`config.mk`:
```
export PLATFORM = sky130hd
export DESIGN_NAME = acl_entry_action_and_byte_select
export DESIGN_NICKNAME = d
export VERILOG_FILES = /design/src/hw/acl_entry_pkg.sv /design/src/hw/acl_port_store.sv /design/src/hw/acl_entry_action_and_byte_select.sv
export VERILOG_INCLUDE_DIRS = /design/src /design/src/hw
export SDC_FILE = /design/constraint.sdc
export NUM_CORES = 1
export LEC_CHECK = 0
export ABC_AREA = 1
export BUFFER_PORTS_ARGS = -buffer_cell sky130_fd_sc_hd__buf_2
export CELL_PAD_IN_SITES_DETAIL_PLACEMENT = 1
export CELL_PAD_IN_SITES_GLOBAL_PLACEMENT = 1
export CORE_MARGIN = 2
export CORE_UTILIZATION = 36
export CTS_BUF_LIST = sky130_fd_sc_hd__clkbuf_4 sky130_fd_sc_hd__clkbuf_8 sky130_fd_sc_hd__clkbuf_16
export DETAILED_ROUTE_END_ITERATION = 6
export PLACE_DENSITY_LB_ADDON = 0.1
export SLEW_MARGIN = 10
export SYNTH_ARGS = -nofsm -noshare
export SYNTH_HDL_FRONTEND = slang
export SYNTH_SLANG_ARGS = --single-unit
```
`constraint.sdc`:
```
create_clock -name i_clk -period 5.1 [get_ports i_clk]
set_input_delay 0.51 -clock i_clk [delete_from_list [all_inputs] [get_ports i_clk]]
set_output_delay 0.51 -clock i_clk [all_outputs]
set_load 0.02 [all_outputs]
```
`src/hw/acl_entry_regs.svh`:
```
// acl_entry_regs.svh - addresses, offsets, field positions and timing counts
// assumes: included by the port store and field block design modules, not by the acl entry package
`ifndef ACL_ENTRY_REGS_SVH
`define ACL_ENTRY_REGS_SVH

// ----------------------------------------
// host register addresses, table select and first port number
// ----------------------------------------
`define ACL_REG_IND_CTRL    8'h6E
`define ACL_REG_IND_OFFSET  8'h6F
`define ACL_REG_IND_DATA    8'hA0
`define ACL_TABLE_SEL       3'b010
`define ACL_PORT_FIRST      4'h1

// ----------------------------------------
// indirect offsets, slot indices and slot count
// ----------------------------------------
`define ACL_OFF_ACTION_A    8'h0A
`define ACL_OFF_ACTION_B    8'h0B
`define ACL_OFF_MASK_HI     8'h0C
`define ACL_OFF_MASK_LO     8'h0D
`define ACL_OFF_BSEL_HI     8'h10
`define ACL_OFF_BSEL_LO     8'h11
`define ACL_SLOT_ACTION_A   3'h0
`define ACL_SLOT_ACTION_B   3'h1
`define ACL_SLOT_MASK_HI    3'h2
`define ACL_SLOT_MASK_LO    3'h3
`define ACL_SLOT_BSEL_HI    3'h4
`define ACL_SLOT_BSEL_LO    3'h5
`define ACL_NUM_SLOTS       6

// ----------------------------------------
// fields and reset values
// ----------------------------------------
`define ACL_BSEL_HI_WMASK   8'h3F
`define ACL_RESET_BYTE      8'h00
`define ACL_FWD_CNTMODE_BIT 3
`define ACL_FWD_UNIT_BIT    4
`define ACL_MATCH_COUNTER   2'b01
`define ACL_ENABLE_COUNTER  2'b00
`define ACL_MAP_LUT_ONLY    2'b00
`define ACL_MAP_OR          2'b01
`define ACL_MAP_AND         2'b10
`define ACL_MAP_MODE_MSB    6
`define ACL_MAP_MODE_LSB    5
`define ACL_VALUE_LSB       5
`define ACL_PORT_MAP_MSB    4
`define ACL_BSEL_HI_MSB     5
`define ACL_BSEL_BITS       14

// ----------------------------------------
// timing
// ----------------------------------------
`define ACL_CLK_PERIOD_NS   25
`define ACL_US_NS           1000
`define ACL_US_CYCLES       ((`ACL_US_NS + `ACL_CLK_PERIOD_NS - 1) / `ACL_CLK_PERIOD_NS)
`define ACL_MS_US           1000

`endif

```
`src/hw/acl_entry_pkg.sv`:
```
// acl_entry_pkg - types shared by the acl entry field block
// assumes: nothing beyond the register header
package acl_entry_pkg;
   typedef struct packed {
      logic       wr;
      logic       rd;
      logic [7:0] addr;
      logic [7:0] wdata;
   } host_req_t;

   typedef struct packed {
      logic       valid;
      logic [2:0] slot;
   } slot_sel_t;
endpackage

```
`src/hw/acl_port_store.sv`:
```
// acl_port_store - per-port byte store for the acl entry fields
// assumes: one writer, one reader, same clock; read data registered
`timescale 1ns/1ps
`default_nettype none
`include "acl_entry_regs.svh"
module acl_port_store #(
   parameter int PORTS = 4,
   parameter int SLOTS = `ACL_NUM_SLOTS
) (
   input  wire logic                           i_clk,
   input  wire logic                           i_rstn,
   input  wire logic                           i_wr,
   input  wire logic [1:0]                     i_wr_port,
   input  wire logic [2:0]                     i_wr_slot,
   input  wire logic [7:0]                     i_wdata,
   input  wire logic                           i_rd,
   input  wire logic [1:0]                     i_rd_port,
   input  wire logic [2:0]                     i_rd_slot,
   output logic      [7:0]                     o_rdata,
   output logic      [PORTS-1:0][SLOTS-1:0][7:0] o_all
);
   logic [PORTS-1:0][SLOTS-1:0][7:0] mem_q;

   always_ff @(posedge i_clk or negedge i_rstn) begin
      if (!i_rstn) begin
         for (int p = 0; p < PORTS; p++) begin
            for (int s = 0; s < SLOTS; s++) begin
               mem_q[p][s] <= `ACL_RESET_BYTE;
            end
         end
      end else if (i_wr) begin
         mem_q[i_wr_port][i_wr_slot] <= i_wdata;
      end
   end

   always_ff @(posedge i_clk or negedge i_rstn) begin
      if (!i_rstn) begin
         o_rdata <= `ACL_RESET_BYTE;
      end else if (i_rd) begin
         o_rdata <= mem_q[i_rd_port][i_rd_slot];
      end
   end

   assign o_all = mem_q;
endmodule
`default_nettype wire

```
`src/hw/acl_entry_action_and_byte_select.sv`:
```
// acl_entry_action_and_byte_select - per-port acl port map, rule group mask,
// entry byte select and counter events behind the indirect byte window
// assumes: host strobes and per-port mode/packet inputs are on i_clk
//
// Operation
// port map bits 0,1,2,4 forward to ports 1,2,3,4; bit 3 unused
// match mode 01, enable 00: map bit 4 picks microsecond or millisecond unit
// in that mode, bit 3 clear: 11-bit countdown from action value, event on expiry
// in that mode, bit 3 set: count packets to action value, then event
// 16-bit rule group mask per port, high at 0x0C, low at 0x0D
// software selects table 010 and port, then offset, before data access
// selected field read and written through data byte at 0xA0
// 14-bit byte select mask includes or excludes entry bytes
// byte select bit 0 is entry byte 0x0D, bit 13 is byte 0x00
// select bits 13:8 at 0x10 low six bits, 7:6 zero; 7:0 at 0x11
// map mode 00 lookup only, 01 or, 10 and, 11 port map replaces
// reserved bits ignore writes; map bit 3 never forwards
`timescale 1ns/1ps
`default_nettype none
`include "acl_entry_regs.svh"
module acl_entry_action_and_byte_select
   import acl_entry_pkg::*;
#(
   parameter int PORTS     = 4,
   parameter int US_CYCLES = `ACL_US_CYCLES,
   parameter int MS_US     = `ACL_MS_US
) (
   input  wire logic                        i_clk,
   input  wire logic                        i_rstn,
   input  wire host_req_t                   i_host,
   output logic      [7:0]                  o_reg_rdata,
   input  wire logic [PORTS-1:0][1:0]       i_match_mode_field,
   input  wire logic [PORTS-1:0][1:0]       i_rule_enable_field,
   input  wire logic [PORTS-1:0]            i_pkt_rx,
   input  wire logic [PORTS-1:0][4:0]       i_lut_map,
   output logic      [PORTS-1:0][4:0]       o_fwd_map,
   output logic      [PORTS-1:0][15:0]      o_rule_group_mask,
   output logic      [PORTS-1:0][13:0]      o_entry_byte_select,
   output logic      [PORTS-1:0]            o_acl_event
);
   localparam int SLOTS = `ACL_NUM_SLOTS;

   // ----------------------------------------
   // offset decode
   // ----------------------------------------
   function automatic slot_sel_t slot_of(input logic [7:0] off);
      slot_sel_t s;
      s.valid = 1'b1;
      s.slot  = `ACL_SLOT_ACTION_A;
      case (off)
         `ACL_OFF_ACTION_A: s.slot = `ACL_SLOT_ACTION_A;
         `ACL_OFF_ACTION_B: s.slot = `ACL_SLOT_ACTION_B;
         `ACL_OFF_MASK_HI:  s.slot = `ACL_SLOT_MASK_HI;
         `ACL_OFF_MASK_LO:  s.slot = `ACL_SLOT_MASK_LO;
         `ACL_OFF_BSEL_HI:  s.slot = `ACL_SLOT_BSEL_HI;
         `ACL_OFF_BSEL_LO:  s.slot = `ACL_SLOT_BSEL_LO;
         default:           s.valid = 1'b0;
      endcase
      return s;
   endfunction

   logic [7:0]                       ind_ctrl_q;
   logic [7:0]                       ind_off_q;
   logic [7:0]                       rdata_q;
   logic                             from_store_q;
   logic [7:0]                       store_rdata;
   logic [PORTS-1:0][SLOTS-1:0][7:0] store_all;
   slot_sel_t                        sel;
   logic                             port_ok;
   logic [1:0]                       port_idx;
   logic                             data_ok;
   logic [7:0]                       wdata_m;

   // ----------------------------------------
   // indirect window
   // ----------------------------------------
   assign sel      = slot_of(ind_off_q);
   assign port_idx = 2'(ind_ctrl_q[3:0] - `ACL_PORT_FIRST);
   assign port_ok  = (ind_ctrl_q[7:5] == `ACL_TABLE_SEL) && (ind_ctrl_q[3:0] >= `ACL_PORT_FIRST)
                     && (ind_ctrl_q[3:0] < 4'(PORTS + 1));
   assign data_ok  = port_ok && sel.valid && (i_host.addr == `ACL_REG_IND_DATA);
   assign wdata_m  = (sel.slot == `ACL_SLOT_BSEL_HI) ? (i_host.wdata & `ACL_BSEL_HI_WMASK)
                                                     : i_host.wdata;

   always_ff @(posedge i_clk or negedge i_rstn) begin
      if (!i_rstn) begin
         ind_ctrl_q <= `ACL_RESET_BYTE;
         ind_off_q  <= `ACL_RESET_BYTE;
      end else if (i_host.wr) begin
         if (i_host.addr == `ACL_REG_IND_CTRL) begin
            ind_ctrl_q <= i_host.wdata;
         end
         if (i_host.addr == `ACL_REG_IND_OFFSET) begin
            ind_off_q <= i_host.wdata;
         end
      end
   end

   always_ff @(posedge i_clk or negedge i_rstn) begin
      if (!i_rstn) begin
         rdata_q      <= `ACL_RESET_BYTE;
         from_store_q <= 1'b0;
      end else if (i_host.rd) begin
         from_store_q <= data_ok;
         case (i_host.addr)
            `ACL_REG_IND_CTRL:   rdata_q <= ind_ctrl_q;
            `ACL_REG_IND_OFFSET: rdata_q <= ind_off_q;
            default:             rdata_q <= `ACL_RESET_BYTE;
         endcase
      end
   end

   assign o_reg_rdata = from_store_q ? store_rdata : rdata_q;

   acl_port_store #(
      .PORTS (PORTS),
      .SLOTS (SLOTS)
   ) u_store (
      .i_clk     (i_clk),
      .i_rstn    (i_rstn),
      .i_wr      (i_host.wr && data_ok),
      .i_wr_port (port_idx),
      .i_wr_slot (sel.slot),
      .i_wdata   (wdata_m),
      .i_rd      (i_host.rd && data_ok),
      .i_rd_port (port_idx),
      .i_rd_slot (sel.slot),
      .o_rdata   (store_rdata),
      .o_all     (store_all)
   );

   // ----------------------------------------
   // time base
   // ----------------------------------------
   logic [15:0] us_cnt_q;
   logic [15:0] ms_cnt_q;
   logic        us_tick;
   logic        ms_tick;

   assign us_tick = (us_cnt_q == 16'(US_CYCLES - 1));
   assign ms_tick = us_tick && (ms_cnt_q == 16'(MS_US - 1));

   always_ff @(posedge i_clk or negedge i_rstn) begin
      if (!i_rstn) begin
         us_cnt_q <= 16'h0000;
      end else begin
         us_cnt_q <= us_tick ? 16'h0000 : 16'(us_cnt_q + 16'h0001);
      end
   end

   always_ff @(posedge i_clk or negedge i_rstn) begin
      if (!i_rstn) begin
         ms_cnt_q <= 16'h0000;
      end else if (us_tick) begin
         ms_cnt_q <= ms_tick ? 16'h0000 : 16'(ms_cnt_q + 16'h0001);
      end
   end

   // ----------------------------------------
   // per-port fields, forwarding and counters
   // ----------------------------------------
   for (genvar p = 0; p < PORTS; p++) begin : g_port
      logic [7:0]  act_a;
      logic [7:0]  act_b;
      logic [4:0]  pmap;
      logic [10:0] limit;
      logic        cnt_mode;
      logic        tick;
      logic [10:0] cnt_q;
      logic        armed_q;
      logic [13:0] bsel_reg;

      assign act_a    = store_all[p][`ACL_SLOT_ACTION_A];
      assign act_b    = store_all[p][`ACL_SLOT_ACTION_B];
      assign pmap     = act_b[`ACL_PORT_MAP_MSB:0] & ~(5'h01 << `ACL_FWD_CNTMODE_BIT);
      assign limit    = {act_a, act_b[7:`ACL_VALUE_LSB]};
      assign cnt_mode = (i_match_mode_field[p] == `ACL_MATCH_COUNTER)
                        && (i_rule_enable_field[p] == `ACL_ENABLE_COUNTER);
      assign tick     = act_b[`ACL_FWD_UNIT_BIT] ? ms_tick : us_tick;

      assign o_rule_group_mask[p] = {store_all[p][`ACL_SLOT_MASK_HI],
                                     store_all[p][`ACL_SLOT_MASK_LO]};
      assign bsel_reg = {store_all[p][`ACL_SLOT_BSEL_HI][`ACL_BSEL_HI_MSB:0],
                         store_all[p][`ACL_SLOT_BSEL_LO]};
      for (genvar b = 0; b < `ACL_BSEL_BITS; b++) begin : g_bsel
         // entry byte b is picked by the mirrored select bit
         assign o_entry_byte_select[p][b] = bsel_reg[`ACL_BSEL_BITS - 1 - b];
      end

      always_ff @(posedge i_clk or negedge i_rstn) begin
         if (!i_rstn) begin
            o_fwd_map[p] <= 5'h00;
         end else begin
            case (act_b[`ACL_MAP_MODE_MSB:`ACL_MAP_MODE_LSB])
               `ACL_MAP_LUT_ONLY: o_fwd_map[p] <= i_lut_map[p];
               `ACL_MAP_OR:       o_fwd_map[p] <= i_lut_map[p] | pmap;
               `ACL_MAP_AND:      o_fwd_map[p] <= i_lut_map[p] & pmap;
               default:           o_fwd_map[p] <= pmap;
            endcase
         end
      end

      always_ff @(posedge i_clk or negedge i_rstn) begin
         if (!i_rstn) begin
            cnt_q          <= 11'h000;
            armed_q        <= 1'b0;
            o_acl_event[p] <= 1'b0;
         end else begin
            o_acl_event[p] <= 1'b0;
            if (!cnt_mode) begin
               cnt_q   <= 11'h000;
               armed_q <= 1'b0;
            end else if (!armed_q) begin
               armed_q <= 1'b1;
               cnt_q   <= act_b[`ACL_FWD_CNTMODE_BIT] ? 11'h000 : limit;
            end else if (act_b[`ACL_FWD_CNTMODE_BIT]) begin
               if (i_pkt_rx[p]) begin
                  if (11'(cnt_q + 11'h001) >= limit) begin
                     cnt_q          <= 11'h000;
                     o_acl_event[p] <= 1'b1;
                  end else begin
                     cnt_q <= 11'(cnt_q + 11'h001);
                  end
               end
            end else if (tick) begin
               if (cnt_q <= 11'h001) begin
                  cnt_q          <= limit;
                  o_acl_event[p] <= 1'b1;
               end else begin
                  cnt_q <= 11'(cnt_q - 11'h001);
               end
            end
         end
      end
   end
endmodule
`default_nettype wire

```
* After elaboration in Yosys (flattened, before gate mapping)
Cells that the tools add are included.
** Word-level totals
- Bits in writable memories :: 0
- Bits in read-only memories :: 0
- Memories kept :: 0
- Input port bits :: 60
- Register bits after elaboration :: 329
- Bits in latches :: 0
** Operators by class
- Bitwise logic cells :: 8
- Div/mod/pow operators :: 0
- Multiply operators :: 0
- Add/subtract/negate cells :: 11
- Reduce and logical (&&, ||, !) cells :: 28
- Shift operators :: 0
- $lt $le $gt $ge :: 14
- Equal/unequal tests :: 33
- Muxes and demuxes :: 88
** Operator list (count)
- $mux W11 :: 32
- $bwmux W192 :: 1
- $bmux W48 S2 :: 1
- $demux W48 S2 :: 1
- $mux W48 :: 2
- $pmux W5 S3 :: 4
- $add A11 B1 Y11 const B :: 4
- $ge A11 B11 Y1 :: 4
- $le A11 B1 Y1 const B :: 4
- $sub A11 B1 Y11 const B :: 4
- $mux W1 :: 37
- $add A16 B1 Y16 const B :: 2
- $eq A8 B4 Y1 const B :: 4
- $mux W16 :: 2
- $mux W8 :: 4
- $bmux W8 S3 :: 1
- $demux W8 S3 :: 1
- $and A5 B5 Y5 :: 4
- $or A5 B5 Y5 :: 4
- $eq A16 B10 Y1 const B :: 1
- $eq A16 B6 Y1 const B :: 1
- $eq A2 B1 Y1 const B :: 8
- $eq A8 B5 Y1 const B :: 2
- $eq A8 B7 Y1 const B :: 2
- 19 further kinds :: 52

* Logic depth before layout (Yosys ltp)
- Depth after elaboration :: 9
- Depth in mapped cells :: 21

* Cells and area by module
A second synthesis with hierarchy kept.
** Unflattened totals
- Cells, all modules :: 3002
- Area, all modules :: 20564.7 um^2
** Modules (own cells, without submodules)
- acl_entry_action_and_byte_select :: cells an instance 1709, times used 1, sequential area each 3228.1 um^2, area each 10872.9 um^2
- acl_port_store :: cells an instance 1293, times used 1, sequential area each 5004.8 um^2, area each 9691.8 um^2

* Least setup slack after synthesis
OpenSTA, ideal clock, no wires.
- Kind :: flip-flop to flip-flop
- From :: register g_port[3].cnt_q[2]
- To :: register g_port[3].cnt_q[9]
- Arrival time :: 2554 ps
- Setup slack :: 2463 ps
- Library setup time :: 83 ps
- Cell stages (with the launch flop) :: 16
- Clock period less this slack :: 2637 ps
- Path buffers :: 1
- Cell sequence :: dfrtp_1 -> clkbuf_1 -> inv_1 -> nor3_1 -> nand2_1 -> nor2_1 -> xor2_1 -> inv_1 -> ha_1 -> a21oi_1 -> o21ai_0 -> nor2_1 -> nand2_1 -> nor2_1 -> nor2_1 -> o21ai_0
** On the way
- Cells in the longest elaborated chain, start to end :: 7
** RTL lines
- start, declared :: line acl_entry_action_and_byte_select.sv:169 : logic [10:0] cnt_q;
- start signal, assigned :: line acl_entry_action_and_byte_select.sv:215 : cnt_q <= act_b[`ACL_FWD_CNTMODE_BIT] ? 11'h000 : limit;
- start signal, assigned :: line acl_entry_action_and_byte_select.sv:222 : cnt_q <= 11'(cnt_q + 11'h001);
- start signal, assigned :: line acl_entry_action_and_byte_select.sv:227 : cnt_q <= limit;
- $add A11 B1 Y11 :: line acl_entry_action_and_byte_select.sv:218, acl_entry_action_and_byte_select.sv:222
- $ge A11 B11 Y1 :: line acl_entry_action_and_byte_select.sv:218 : if (11'(cnt_q + 11'h001) >= limit) begin
- $mux W11 :: line acl_entry_action_and_byte_select.sv:218
- $mux W11 :: line acl_entry_action_and_byte_select.sv:217 : if (i_pkt_rx[p]) begin
- $mux W11 (*) :: line acl_entry_action_and_byte_select.sv:216 : end else if (act_b[`ACL_FWD_CNTMODE_BIT]) begin
- $mux W11 (*) :: line acl_entry_action_and_byte_select.sv:213 : end else if (!armed_q) begin
- $mux W11 (*) :: line acl_entry_action_and_byte_select.sv:210 : if (!cnt_mode) begin
Mark *: on every way between the ends. The rest lies on a longest branch, timed or not. The select of a mux whose other input is x is not followed.
A chain may end at the register's enable or synchronous reset.

* Worst setup path after layout
- From :: register ind_ctrl_q[0]
- To :: register u_store.mem_q (netlist bit u_store.o_all[64])
** On the way
- Cells in the longest elaborated chain, start to end :: 6
** RTL lines
- start, declared :: line acl_entry_action_and_byte_select.sv:62 : logic [7:0] ind_ctrl_q;
- start signal, assigned :: line acl_entry_action_and_byte_select.sv:87 : ind_ctrl_q <= `ACL_RESET_BYTE;
- start signal, assigned :: line acl_entry_action_and_byte_select.sv:91 : ind_ctrl_q <= i_host.wdata;
- $sub A2 B1 Y2 (no line) / $ge A4 B1 Y1 (equally long branches)
- $lt A2 B3 Y1 (implied by the code) (tied with other cells) :: line acl_port_store.sv:32 : mem_q[i_wr_port][i_wr_slot] <= i_wdata;
- $logic_and A1 B1 Y1, on equally long branches :: line acl_port_store.sv:32, acl_entry_action_and_byte_select.sv:79
- $mux W48 (implied by the code) / $logic_and A1 B1 Y1 (equally long branches) :: line acl_port_store.sv:32, acl_entry_action_and_byte_select.sv:81
- $demux W48 S2 / $logic_and A1 B1 Y1 (equally long branches)
- $bwmux W192 / $logic_and A1 B1 Y1 (equally long branches) :: line acl_port_store.sv:32, acl_entry_action_and_byte_select.sv:121
- end signal, assigned by index :: line acl_port_store.sv:28 : mem_q[p][s] <= `ACL_RESET_BYTE;
- end signal, assigned by index :: line acl_port_store.sv:32
- end, declared :: line acl_port_store.sv:22 : logic [PORTS-1:0][SLOTS-1:0][7:0] mem_q;
Several ways; a longest one is shown, not always the timed one.

==> flow_summary.ini <==
[floorplanning]
die-area_sq_um = 61440
io_pins = 212
initial_core_util_pct = 36.34
die_w_um = 247.9
core_area_sq_um = 58910
fp-row-count = 89
dieHeight_um = 247.9

[timing]
grt_setup_unrepaired = no
tightest_slew_ns = 1.076
period_needed_ns = 3.404
hold_viol = 0
slew_headroom_pct = 28.01
fmaxAchievable_mhz = 293.7
slew_viol_final = 0
final.setup.tns_ns = 0
clock-skew-final_ns = 0.04207
finalCritPeriodShare_pct = 66.75
hold_ws_ns = 0.02313
finalSetupViolCount = 0

[placement]
port_buffers = 211
dpl.hpwl_mm = 60.37
gp_congestion = 0.9128

[cts]
path_clk_slew_ns = 0.06
clock_sinks = 329
cts_tree = yes
numCtsBuffers = 42
cts_hold_buf = 0
clockBufferDepth = 3
root_buffer = clkbuf_16
cts_max_level = 2
clk_latency_ns = 0.60
post_cts_buffers = 0
cts_resized = 0

[synth]
synth_top_area_cell = dfrtp_1
synth_area_per_cell_sq_um = 6.929
synth_simple_gate_area_share_pct = 30.13
async_reset_ff_share_pct = 100.0
synth_compound_area_share_pct = 13.39
synth_adder_area_share_pct = 3.740
syn-num-nets = 3214
ys_seq_elements = 329
yosysUniqueCellTypes = 43
ys_warn_count = 0
synth_xor_area_share_pct = 2.659
synth.area.mux_share_pct = 0
synth_area_sq_um = 21410
synth_top_area_share_pct = 38.45
ys_seq_area_share_pct = 38.45
synth_top_flop_cell = dfrtp_1
synth_edf_count = 0
syn_inst = 3090
synth_top_family_by_area = simple AND/OR/NAND/NOR gates
yosys-top-cells-area = dfrtp_1, nand2_1, o21ai_0, nor2_1, inv_1

[global_routing]
antenna_found_initial = 0
grt_max_degree = 105
grt_usage_pct = 26.57
grt_pass1_vias = 21422
grt_overflow = 0
grt_pass1_wl_mm = 125.9

[worst_hold_path]
min_path_type = primary input to asynchronous set/reset pin

[setup_path]
criticalPathCategory = flip-flop to flip-flop
worstPathArrival_ns = 3.94
cp-end-kind = flip-flop
cp.required_ns = 5.64
crit_slowest_cell = dfrtp_4
cp-start-kind = flip-flop
crit_fanout = 79
path_cells = inv_2 > ha_1 > o21ai_0 > nor2_1 > nand4_4 > buf_4 > nor2_4 > nand2_1 > nand2_1
max_stage_delay_ns = 0.67
path_common_cell = nand2_1
reg2reg_depth = 9

[route]
wl_per_cell_um = 20.85
routed_via_density = 5.255
routed_wl_mm = 81.68
vias = 20582
first_pass_iters = 5
drtIter0Drc = 1120
remaining_drc_errors = 0
ant_nets = 0

[pwr]
power_density_nw_per_um2 = 269.3
leakagePower_nw = 12.54
ir_drop_uv = 240.1
power_mw = 6.379

[finish]
final_nets = 3235
layout_common_cells = nand2_1, dfrtp_1, nor2_1
final_common_cell = nand2_1
syn2layout_area_growth_pct = 10.65
drive_gt1_share_pct = 11.35
n_antenna_cell = 0

[status]
status = finished, final reports clean

[flow_run]
maxCapViolations = 0
## per-layer routing
metal  vias to the layer above  track usage (%)  routed length, um
met3                       149            4.379               3551
li1                       9837                -                  -
met1                     10180            32.46              34650
met5                         -                0                  0
met2                       416            46.95              40590
met4                         0            9.546               2880
## per-stage QoR
stage / util [%] / worst slack, ns / instances / area, sq um
2_1_floorplan: - / 2.463 / 3090 / 21410
3_3_place_gp: 37.65 / 1.805 / 3840 / 22180
3_5_place_dp: 37.65 / 1.734 / 3840 / 22180
4_1_cts: 40.21 / 1.741 / 3917 / 23690
5_1_grt: 40.21 / 1.312 / 3917 / 23690
6_report: 40.21 / 1.696 / 3917 / 23690
## cell families after synthesis
family | count (synthesis)
xor+xnor | 65
buf+inv | 529
fa+ha+maj | 64
flops | 329
compound gates | 548
simple gates | 1555
## area by class of cell
class                           count  area, sq um
Tap cell                          773        967.2
Fill cell                        7548        35220
Clock inverter                     17        247.7
Inverter                          277         1040
Timing Repair Buffer              229         1226
Multi-Input combinational cell   2232        10710
Clock buffer                       60         1260
Sequential cell                   329         8237
## worst max-delay path, delay by kind of cell, from the launching register on
family	cells	cell delay [ns]
AND/OR/NAND/NOR	5	1.11
buffers and inverters	2	1.06
flip-flops	1	0.67
adder cells (fa/ha/maj)	1	0.31
AO/OA/AOI/OAI	1	0.11
## flip-flops by register name, summed over array words and instances (netlist names)
signal,cells
g_port.armed_q,4
ind_off_q,8
from_store_q,1
us_cnt_q,16
o_fwd_map,20
u_store.o_all,192
rdata_q,8
g_port.cnt_q,44
ind_ctrl_q,8
ms_cnt_q,16
o_acl_event,4
u_store.o_rdata,8
## synth_stat cells (4+ instances only)
library cell / n
a21oi_1: 82
buf_1: 6
buf_2: 26
buf_4: 123
clkbuf_1: 96
clkinv_1: 4
dfrtp_1: 329
ha_1: 64
inv_1: 271
nand2_1: 980
nand3_1: 172
nand3b_1: 6
nand4_1: 22
nor2_1: 297
nor2_2: 5
nor2_4: 24
nor3_1: 30
o211ai_1: 19
o21ai_0: 281
o21ai_1: 125
o22ai_1: 23
or2_2: 8
xnor2_1: 10
xor2_1: 55
## report_power, final
group          switching, mW  internal [mW]
clock                   1.26           1.98
sequential            0.0230           2.63
combinational          0.365          0.113
## path summary, 6_finish.rpt
path / endpoint / slack [ns] / startpoint
setup / recovery: u_store.o_all[64] / 1.70 / ind_ctrl_q[0]
hold / removal: ms_cnt_q[14] / 0.02 / i_rstn
setup reg to reg: u_store.o_all[64] / 1.70 / ind_ctrl_q[0]
hold reg to reg: us_cnt_q[0] / 0.47 / us_cnt_q[0]
max in group asynchronous: u_store.o_all[116] / 3.90 / i_rstn
min in group i_clk: o_fwd_map[8] / 0.14 / i_lut_map[8]
No activity file was read; power rests on OpenSTA's default activity.
